**config.mk**
```make
export PLATFORM = sky130hd
export DESIGN_NAME = cpuam_addr_unit
export DESIGN_NICKNAME = d
export VERILOG_FILES = /design/src/rtl/cpuam_mode_decode.v /design/src/rtl/cpuam_addr_unit.v
export VERILOG_INCLUDE_DIRS = /design/src /design/src/rtl
export SDC_FILE = /design/constraint.sdc
export NUM_CORES = 1
export LEC_CHECK = 0
export BUFFER_PORTS_ARGS = -buffer_cell sky130_fd_sc_hd__buf_2
export CAP_MARGIN = 10
export CORE_UTILIZATION = 60
export CTS_BUF_LIST = sky130_fd_sc_hd__clkbuf_16
export DETAILED_ROUTE_END_ITERATION = 8
export PLACE_DENSITY = 0.83
export SETUP_SLACK_MARGIN = 0.1
export SKIP_LAST_GASP = 1
export SLEW_MARGIN = 20
export SYNTH_ARGS = -nofsm -noshare
export SYNTH_HDL_FRONTEND = slang
export SYNTH_SLANG_ARGS = --single-unit
```
**constraint.sdc**
```tcl
create_clock -name sys_clk -period 4.7 [get_ports sys_clk]
set_input_delay 0.235 -clock sys_clk [delete_from_list [all_inputs] [get_ports sys_clk]]
set_output_delay 0.235 -clock sys_clk [all_outputs]
set_load 0.005 [all_outputs]
```
**src/rtl/cpuam_defines.vh**
```
// Constants for the operand address generation unit.
// Included by the decoder and the address unit; definitions only.
`ifndef CPUAM_DEFINES_VH
`define CPUAM_DEFINES_VH
// Prefix byte values
`define CPUAM_PRE_Y 8'h90
`define CPUAM_PRE_IND 8'h92
`define CPUAM_PRE_YIND 8'h91
// Addressing mode codes (17 modes)
`define CPUAM_M_INH 5'h00
`define CPUAM_M_IMM 5'h01
`define CPUAM_M_DIR_S 5'h02
`define CPUAM_M_DIR_L 5'h03
`define CPUAM_M_IDX_0 5'h04
`define CPUAM_M_IDX_S 5'h05
`define CPUAM_M_IDX_L 5'h06
`define CPUAM_M_IND_S 5'h07
`define CPUAM_M_IND_L 5'h08
`define CPUAM_M_IIX_S 5'h09
`define CPUAM_M_IIX_L 5'h0a
`define CPUAM_M_REL_D 5'h0b
`define CPUAM_M_REL_I 5'h0c
`define CPUAM_M_BIT_D 5'h0d
`define CPUAM_M_BIT_I 5'h0e
`define CPUAM_M_BTR_D 5'h0f
`define CPUAM_M_BTR_I 5'h10
// Page zero limit and mask levels
`define CPUAM_PAGE0_MAX 16'h00ff
`define CPUAM_MASK_SET 2'h3
`define CPUAM_MASK_CLR 2'h0
// Inherent opcodes that touch the interrupt mask
`define CPUAM_OP_SETMASK 8'h9b
`define CPUAM_OP_CLRMASK 8'h9a
`endif

```
**src/rtl/cpuam_mode_decode.v**
```verilog
// Opcode and prefix to addressing mode decoder.
// Purely combinational; the prefix byte is held by the caller.
`timescale 1ns/1ps
`include "cpuam_defines.vh"
module cpuam_mode_decode (
   input wire [7:0] opcode,
   input wire [1:0] prefix_kind,
   output reg [4:0] mode,
   output reg use_y,
   output reg rmw_op,
   output reg illegal
);
   reg [4:0] base;
   // Base mode from the opcode column, then prefix rewrite
   always @* begin
      base = `CPUAM_M_INH;
      rmw_op = 1'b0;
      illegal = 1'b0;
      use_y = 1'b0;
      case (opcode[7:4])
         4'h0: base = `CPUAM_M_BTR_D;
         4'h1: base = `CPUAM_M_BIT_D;
         4'h2: base = `CPUAM_M_REL_D;
         4'h3: begin
            base = `CPUAM_M_DIR_S;
            rmw_op = 1'b1;
         end
         4'h6: begin
            base = `CPUAM_M_IDX_S;
            rmw_op = 1'b1;
         end
         4'h7: begin
            base = `CPUAM_M_IDX_0;
            rmw_op = 1'b1;
         end
         4'ha: base = `CPUAM_M_IMM;
         4'hb: base = `CPUAM_M_DIR_S;
         4'hc: base = `CPUAM_M_DIR_L;
         4'hd: base = `CPUAM_M_IDX_L;
         4'he: base = `CPUAM_M_IDX_S;
         4'hf: base = `CPUAM_M_IDX_0;
         default: base = `CPUAM_M_INH;
      endcase
      mode = base;
      case (prefix_kind)
         2'h1: use_y = 1'b1;
         2'h2, 2'h3: begin
            use_y = (prefix_kind == 2'h3);
            case (base)
               `CPUAM_M_DIR_S: mode = `CPUAM_M_IND_S;
               `CPUAM_M_DIR_L: mode = `CPUAM_M_IND_L;
               `CPUAM_M_IDX_S: mode = `CPUAM_M_IIX_S;
               `CPUAM_M_IDX_L: mode = `CPUAM_M_IIX_L;
               `CPUAM_M_REL_D: mode = `CPUAM_M_REL_I;
               `CPUAM_M_BIT_D: mode = `CPUAM_M_BIT_I;
               `CPUAM_M_BTR_D: mode = `CPUAM_M_BTR_I;
               default: illegal = 1'b1;
            endcase
            if (prefix_kind == 2'h3 && base != `CPUAM_M_IDX_S && base != `CPUAM_M_IDX_L)
               illegal = 1'b1;
         end
         default: use_y = 1'b0;
      endcase
      if (use_y && (mode == `CPUAM_M_REL_D || mode == `CPUAM_M_BIT_D || mode == `CPUAM_M_BTR_D))
         illegal = 1'b1;
      // Long forms never carry read-modify-write opcodes
      if (rmw_op && (mode == `CPUAM_M_IND_L || mode == `CPUAM_M_IIX_L))
         illegal = 1'b1;
   end
endmodule // cpuam_mode_decode

```
**src/rtl/cpuam_addr_unit.v**
```verilog
// Operand address generation and instruction length unit of the CPU core.
// Assumes a memory that answers a read request with mem_rdata one cycle later.
// x_reg and y_reg must hold while busy; the index is added late in the instruction.
//
// Summary of operation
// - Decode seventeen addressing modes across seven groups.
// - Short direct and short indirect forms reach page zero only, with fewer bytes.
// - Read-modify-write opcodes decode only with short forms and indexed without offset.
// - Inherent instruction is one byte, no operand fetch.
// - Immediate instruction is two bytes; second byte is the operand.
// - Short direct fetches one address byte, reach 00 to FF.
// - Long direct fetches a two-byte address, full 64 Kbyte reach.
// - Indexed address is unsigned sum of X or Y and offset.
// - Indexed without offset fetches nothing; address is the index.
// - Short indexed adds byte offset to index without wrap, to 1FE.
// - Long indexed adds index to two-byte offset, full reach.
// - Indirect modes read the operand address through a page zero pointer; relative indirect reads its branch offset there.
// - Short indirect reads a one-byte pointer, operand in page zero.
// - Long indirect reads a two-byte pointer, full reach.
// - Indirect indexed adds index to pointer read from memory.
// - Short indirect indexed adds index to byte pointer, to 1FE.
// - Set-mask opcode gives level 3, reset-mask opcode gives level 0.
// - Relative modes add a signed 8-bit offset to the PC.
// - Prefix 90 swaps X for Y.
// - Prefix 92 turns direct and offset X indexed forms indirect.
// - Prefix 91 turns X indirect indexed into Y indirect indexed.
`timescale 1ns/1ps
`include "cpuam_defines.vh"
module cpuam_addr_unit (
   input wire sys_clk,
   input wire arst_n,
   input wire start,
   input wire [15:0] pc_in,
   input wire [7:0] x_reg,
   input wire [7:0] y_reg,
   output reg mem_rd,
   output reg [15:0] mem_addr,
   input wire [7:0] mem_rdata,
   output reg done,
   output reg busy,
   output reg [4:0] mode,
   output reg [2:0] instr_len,
   output reg [15:0] eff_addr,
   output reg [7:0] imm_value,
   output reg [15:0] branch_target,
   output reg [1:0] int_mask,
   output reg illegal
);
   // Sequencer states
   localparam ST_IDLE = 3'h0;
   localparam ST_OP = 3'h1;
   localparam ST_OPER = 3'h2;
   localparam ST_PTR = 3'h3;
   localparam ST_REL = 3'h4;
   localparam ST_FIN = 3'h5;

   // Working registers of the sequencer
   reg [2:0] state;
   reg [15:0] pc;
   reg [1:0] prefix_kind;
   reg [7:0] opcode;
   reg [15:0] acc;
   reg [1:0] need;
   reg [1:0] got;
   reg [2:0] len;
   reg waiting;
   // Decoder results and the index register that they select
   wire [4:0] dec_mode;
   wire dec_use_y;
   wire dec_illegal;
   wire [7:0] idx = dec_use_y ? y_reg : x_reg;

   // Mode decoder sees the latched opcode and prefix
   cpuam_mode_decode u_dec (
      .opcode(opcode),
      .prefix_kind(prefix_kind),
      .mode(dec_mode),
      .use_y(dec_use_y),
      .rmw_op(), // Long-form misuse already shows in illegal
      .illegal(dec_illegal)
   );

   // Operand bytes after the opcode used to form the address
   function [1:0] oper_bytes;
      input [4:0] m;
      begin
         case (m)
            `CPUAM_M_INH, `CPUAM_M_IDX_0: oper_bytes = 2'd0;
            `CPUAM_M_DIR_L, `CPUAM_M_IDX_L: oper_bytes = 2'd2;
            default: oper_bytes = 2'd1;
         endcase
      end
   endfunction

   // Unsigned sum of index and base without wrapping at 8 bits; the 16-bit result wraps past FFFF
   function [15:0] idx_sum;
      input [15:0] b;
      input [7:0] i;
      begin
         idx_sum = b + {8'h00, i};
      end
   endfunction

   // Assemble a word from two bytes, high byte first
   function [15:0] word_of;
      input [15:0] a;
      input [7:0] b;
      begin
         word_of = {a[7:0], b};
      end
   endfunction

   // Sequencer: prefix, opcode, operand bytes, pointer, relative offset
   always @(posedge sys_clk or negedge arst_n) begin
      if (!arst_n) begin
         state <= ST_IDLE;
         pc <= 16'h0000;
         prefix_kind <= 2'h0;
         opcode <= 8'h00;
         acc <= 16'h0000;
         need <= 2'h0;
         got <= 2'h0;
         len <= 3'h0;
         waiting <= 1'b0;
         mem_rd <= 1'b0;
         mem_addr <= 16'h0000;
         done <= 1'b0;
         busy <= 1'b0;
         mode <= 5'h00;
         instr_len <= 3'h0;
         eff_addr <= 16'h0000;
         imm_value <= 8'h00;
         branch_target <= 16'h0000;
         int_mask <= `CPUAM_MASK_SET;
         illegal <= 1'b0;
      end else begin
         // Strobes last one cycle unless a state raises them again
         done <= 1'b0;
         mem_rd <= 1'b0;
         case (state)
            // Wait for a start and fetch the first byte
            ST_IDLE: begin
               if (start) begin
                  // Prefix state is cleared for every new instruction
                  busy <= 1'b1;
                  pc <= pc_in;
                  prefix_kind <= 2'h0;
                  len <= 3'h0;
                  mem_rd <= 1'b1;
                  mem_addr <= pc_in;
                  waiting <= 1'b1;
                  state <= ST_OP;
               end
            end
            // Prefix or opcode byte; a second prefix is taken as the opcode
            ST_OP: begin
               if (waiting) begin
                  waiting <= 1'b0;
               end else begin
                  pc <= pc + 16'h0001;
                  len <= len + 3'h1;
                  if (mem_rdata == `CPUAM_PRE_Y && prefix_kind == 2'h0) begin
                     prefix_kind <= 2'h1;
                     mem_rd <= 1'b1;
                     mem_addr <= pc + 16'h0001;
                     waiting <= 1'b1;
                  end else if (mem_rdata == `CPUAM_PRE_IND && prefix_kind == 2'h0) begin
                     prefix_kind <= 2'h2;
                     mem_rd <= 1'b1;
                     mem_addr <= pc + 16'h0001;
                     waiting <= 1'b1;
                  end else if (mem_rdata == `CPUAM_PRE_YIND && prefix_kind == 2'h0) begin
                     prefix_kind <= 2'h3;
                     mem_rd <= 1'b1;
                     mem_addr <= pc + 16'h0001;
                     waiting <= 1'b1;
                  end else begin
                     opcode <= mem_rdata;
                     acc <= 16'h0000;
                     got <= 2'h0;
                     state <= ST_OPER;
                     waiting <= 1'b0;
                     need <= 2'h3; // Marks first pass to load decode
                  end
               end
            end
            // Decode, then collect the address or operand bytes
            ST_OPER: begin
               if (need == 2'h3) begin
                  mode <= dec_mode;
                  illegal <= dec_illegal;
                  need <= oper_bytes(dec_mode);
                  // Mask opcodes act only without a prefix
                  if (opcode == `CPUAM_OP_SETMASK && prefix_kind == 2'h0)
                     int_mask <= `CPUAM_MASK_SET;
                  else if (opcode == `CPUAM_OP_CLRMASK && prefix_kind == 2'h0)
                     int_mask <= `CPUAM_MASK_CLR;
                  // First operand byte is requested at once
                  if (oper_bytes(dec_mode) != 2'd0) begin
                     mem_rd <= 1'b1;
                     mem_addr <= pc;
                     waiting <= 1'b1;
                  end
               end else if (got == need) begin
                  // All address bytes in; form the address
                  case (mode)
                     `CPUAM_M_IMM: imm_value <= acc[7:0];
                     `CPUAM_M_IDX_0: eff_addr <= {8'h00, idx};
                     `CPUAM_M_IDX_S: eff_addr <= idx_sum({8'h00, acc[7:0]}, idx);
                     `CPUAM_M_IDX_L: eff_addr <= idx_sum(acc, idx);
                     `CPUAM_M_DIR_S, `CPUAM_M_BIT_D, `CPUAM_M_BTR_D:
                        eff_addr <= acc & `CPUAM_PAGE0_MAX;
                     `CPUAM_M_DIR_L: eff_addr <= acc;
                     default: eff_addr <= 16'h0000;
                  endcase
                  // Indirect forms go on to read the pointer
                  if (mode == `CPUAM_M_IND_S || mode == `CPUAM_M_IND_L || mode == `CPUAM_M_IIX_S ||
                      mode == `CPUAM_M_IIX_L || mode == `CPUAM_M_REL_I || mode == `CPUAM_M_BIT_I ||
                      mode == `CPUAM_M_BTR_I) begin
                     // Pointer lives in page zero at the byte just fetched
                     mem_rd <= 1'b1;
                     mem_addr <= {8'h00, acc[7:0]};
                     need <= (mode == `CPUAM_M_IND_L || mode == `CPUAM_M_IIX_L) ? 2'd2 : 2'd1;
                     got <= 2'h0;
                     waiting <= 1'b1;
                     state <= ST_PTR;
                  end else if (mode == `CPUAM_M_REL_D) begin
                     branch_target <= pc + {{8{acc[7]}}, acc[7:0]};
                     state <= ST_FIN;
                  end else if (mode == `CPUAM_M_BTR_D) begin
                     mem_rd <= 1'b1;
                     mem_addr <= pc;
                     waiting <= 1'b1;
                     state <= ST_REL;
                  end else begin
                     state <= ST_FIN;
                  end
               end else if (waiting) begin
                  waiting <= 1'b0;
               end else begin
                  // Newest byte enters below the earlier one
                  acc <= word_of(acc, mem_rdata);
                  got <= got + 2'h1;
                  pc <= pc + 16'h0001;
                  len <= len + 3'h1;
                  if (got + 2'h1 != need) begin
                     mem_rd <= 1'b1;
                     mem_addr <= pc + 16'h0001;
                     waiting <= 1'b1;
                  end
               end
            end
            // Pointer read from page zero, high byte first for words
            ST_PTR: begin
               if (waiting) begin
                  waiting <= 1'b0;
               end else if (got + 2'h1 != need) begin
                  acc <= word_of(acc, mem_rdata);
                  got <= got + 2'h1;
                  mem_rd <= 1'b1;
                  mem_addr <= mem_addr + 16'h0001;
                  waiting <= 1'b1;
               end else begin
                  case (mode)
                     `CPUAM_M_IND_S, `CPUAM_M_BIT_I: eff_addr <= {8'h00, mem_rdata};
                     `CPUAM_M_IND_L: eff_addr <= word_of(acc, mem_rdata);
                     `CPUAM_M_IIX_S: eff_addr <= idx_sum({8'h00, mem_rdata}, idx);
                     `CPUAM_M_IIX_L: eff_addr <= idx_sum(word_of(acc, mem_rdata), idx);
                     `CPUAM_M_REL_I: branch_target <= pc + {{8{mem_rdata[7]}}, mem_rdata};
                     default: eff_addr <= {8'h00, mem_rdata};
                  endcase
                  if (mode == `CPUAM_M_BTR_I) begin
                     eff_addr <= {8'h00, mem_rdata};
                     mem_rd <= 1'b1;
                     mem_addr <= pc;
                     waiting <= 1'b1;
                     state <= ST_REL;
                  end else begin
                     state <= ST_FIN;
                  end
               end
            end
            ST_REL: begin
               // Branch offset byte of a bit test and branch
               if (waiting) begin
                  waiting <= 1'b0;
               end else begin
                  pc <= pc + 16'h0001;
                  len <= len + 3'h1;
                  branch_target <= pc + 16'h0001 + {{8{mem_rdata[7]}}, mem_rdata};
                  state <= ST_FIN;
               end
            end
            // Publish the length and pulse done
            ST_FIN: begin
               instr_len <= len;
               done <= 1'b1;
               busy <= 1'b0;
               state <= ST_IDLE;
            end
            default: state <= ST_IDLE;
         endcase
      end
   end
endmodule // cpuam_addr_unit

```
==> qor.yml <==
clock_sinks: 122
grt_pass1_wl_mm: 50.9
cellPowerDensity_nw_per_um2: 737
max-clock-path-buffers: 2
coreArea_sq_um: 16700
path_cells: "ha_1, nand3_1, nor2_1, and3_1, nand2_1, xnor2_1, ha_1, a21o_1, a31oi_1, o32ai_1, o41ai_1, xnor2_1, a22oi_1, o31ai_1"
max_clock_freq_mhz: 263
cts_setup_buffers: 0
critPathTopFamily: "compound AO/OA/AOI/OAI gates"
setup_tns_ps: 0
die_h_um: 133
n_fill_cell: 1397
combPwrFrac: 0.581
remaining_drc_errors: 0
final_cell_area_sq_um: 11500
initial_core_util: 0.618
status: "finished, final reports clean"
finish.utilization: 0.691
insertion_delay_ps: 430
wl_per_cell_um: 20.0
path_buf_inv: 0
worst_slew_pin_slew_ps: 1120
syn_inst: 1309
antenna_cells: 0
cp.required_ps: 4990
post-route-min-period_ps: 3810
ios: 113
power.internal_mw: 4.23
syn-cell-area_sq_um: 10300
ir_drop_uv: 494
ff_latch_area_sq_um: 3050
slowest_stage: "dfrtp_1"
die_x_um: 133
synth_ff_type: "dfrtp_1"
clk_pin_slew_ps: 60
syn-num-nets: 1405
htreeDepth: 4
hold_path.class: "input pin to flip-flop"
globalplace.congestion: 0.980
arrival_ps: 4090
critPathCaptureType: "flip-flop"
drive_gt1_frac: 0.153
num_vias: 10600
setup_viol: 0
syn_to_final_growth_pct: 11.7
synth_edf_count: 0
holdWs_ps: 49.7
layout_common_cells: "nand2_1, o21ai_0, dfrtp_1"
startpoint_type: "flip-flop"
syn_area_per_cell_sq_um: 7.89
pwr-share-seq: 0.262
cts_tree: "done"
hold_viol: 0
stdcell_count: 1609
drtIter0Drc: 1596
crit_path_max_incr_delay_ps: 610
clockPowerShare: 0.157
layout.nets: 1472
synthArstFlopShare: 1.00
root_buffer: "clkbuf_16"
overflow: 0
num_rows: 47
routed_wl_mm: 32.3
ant_nets: 0
relSlewSlack: 0.251
grt_max_degree: 65
yosysWarnings: 0
final_common_cell: "nand2_1"
critPathKind: "flip-flop to flip-flop"
grt_pass1_vias: 9411
synth_top_area_frac: 0.293
maxCapViolations: 0
multiInputGateArea_sq_um: 6780
synth.largest_area_cell: "dfrtp_1"
post_cts_resized: 0
antenna_found_initial: 0
via_per_inst: 6.58
finalWorstSetupSlack_ps: 893
p_sw_mw: 4.27
postPlaceCellArea_sq_um: 10900
dpl.cell_count: 1576
finClkSkew_ps: 12.7
swShare: 0.502
dp.final_hpwl_mm: 23.4
totalPowerFinal_mw: 8.51
leakage_nw: 5.09
rsz0062_at_grt: "false"
die-area_sq_um: 17700
seq_area_frac_synth: 0.296
firstDrtPassIters: 9
port_buffers: 112
track_usage: 0.367
cp_max_fo: 12
drv_slew: 0
hold_buffers: 1
cts_made_buffers: 17
ys_top_cells_by_area: "dfrtp_1, o21ai_0, nand2_1"
place_ws_ps: 1020
ys_types: 82
synth-seq-cells: 122
period_share: 0.810
-- state kept, by name, summed over array words and instances (netlist names), 2 cells and up --
register and count:
mem_addr 16, opcode 8, mode 5, got 2, len 3, branch_target 16
imm_value 8, eff_addr 16, state 3, prefix_kind 2, need 2, instr_len 3
pc 16, acc 16
-- worst min-delay path: cells and delay by family --
kind / cells / cell delay [ps]
AOI/OAI and AO/OA: 2 / 110
buffers and inverters: 1 / 90
-- path summary, 6_finish.rpt --
| kind | to | slack (ps) | startpoint | depth (start not counted) |
|---|---|---|---|---|
| hold / removal | pc[7] | 50 | pc_in[7] | 3 |
| hold reg to reg | branch_target[5] | 470 | branch_target[5] | 2 |
| min in group asynchronous | illegal | 510 | arst_n | 3 |
| setup / recovery | branch_target[14] | 890 | pc[0] | 14 |
| setup reg to reg | branch_target[14] | 890 | pc[0] | 14 |
| max in group asynchronous | branch_target[9] | 3600 | arst_n | 3 |
-- metal layers --
layer / vias to the layer above / global-route usage / part of all wire
met2: 653 / 0.528 / 0.42
li1: 4927 / - / -
met3: 94 / 0.0883 / 0.11
met4: 0 / 0.122 / 0.029
met1: 4913 / 0.539 / 0.44
met5: - / 0 / 0
-- Yosys cell counts, drive strengths merged, types with 4 or more instances --
cell	instances
a22oi	6
o21bai	7
nand3	39
a211oi	18
o221ai	7
o21ai	136
inv	36
and3	16
mux2	25
xor2	27
o311ai	4
o21a	14
o2111ai	5
o22ai	6
mux2i	12
clkbuf	54
a222oi	4
ha	49
a31oi	24
o31ai	12
a221o	12
or2	5
xnor2	43
nor2	111
a21o	26
a221oi	9
and2	6
dfrtp	121
a2111oi	4
nand2b	23
buf	29
nor3	49
and4	4
nand4	10
nor2b	13
or3	15
nor4	9
fa	4
nand2	167
o211ai	11
a21oi	92
nor3b	7
-- final cells by class --
| type | instances | share of cell area |
|---|---|---|
| clock buffers | 17 | 0.0369 |
| clock inverters | 15 | 0.0139 |
| inverters | 36 | 0.0117 |
| multi-input cells | 1068 | 0.588 |
| flip-flops and latches | 122 | 0.265 |
| well taps | 220 | 0.0239 |
| repair buffers | 131 | 0.0614 |
-- cell families (layout without fill, tap and decap cells) --
logic type / count (synthesis) / after routing / share of synthesized area
compound gates: 424 / 424 / 0.266
xor+xnor: 70 / 70 / 0.0601
fa+ha+maj: 53 / 53 / 0.0671
buf+inv: 119 / 199 / 0.0491
flops: 122 / 122 / 0.296
mux: 37 / 37 / 0.0389
simple gates: 484 / 484 / 0.224
-- power by group through the flow --
stage	sequential [mW]	clock, mW	combinational (mW)
after floorplan	1.80	0	3.81
after detailed placement	2.20	0	4.75
after CTS	2.19	1.34	4.82
after global placement	2.18	0	4.68
final	2.22	1.34	4.94
after global routing	2.29	1.38	5.39
Power figures use the tool's default switching activity.
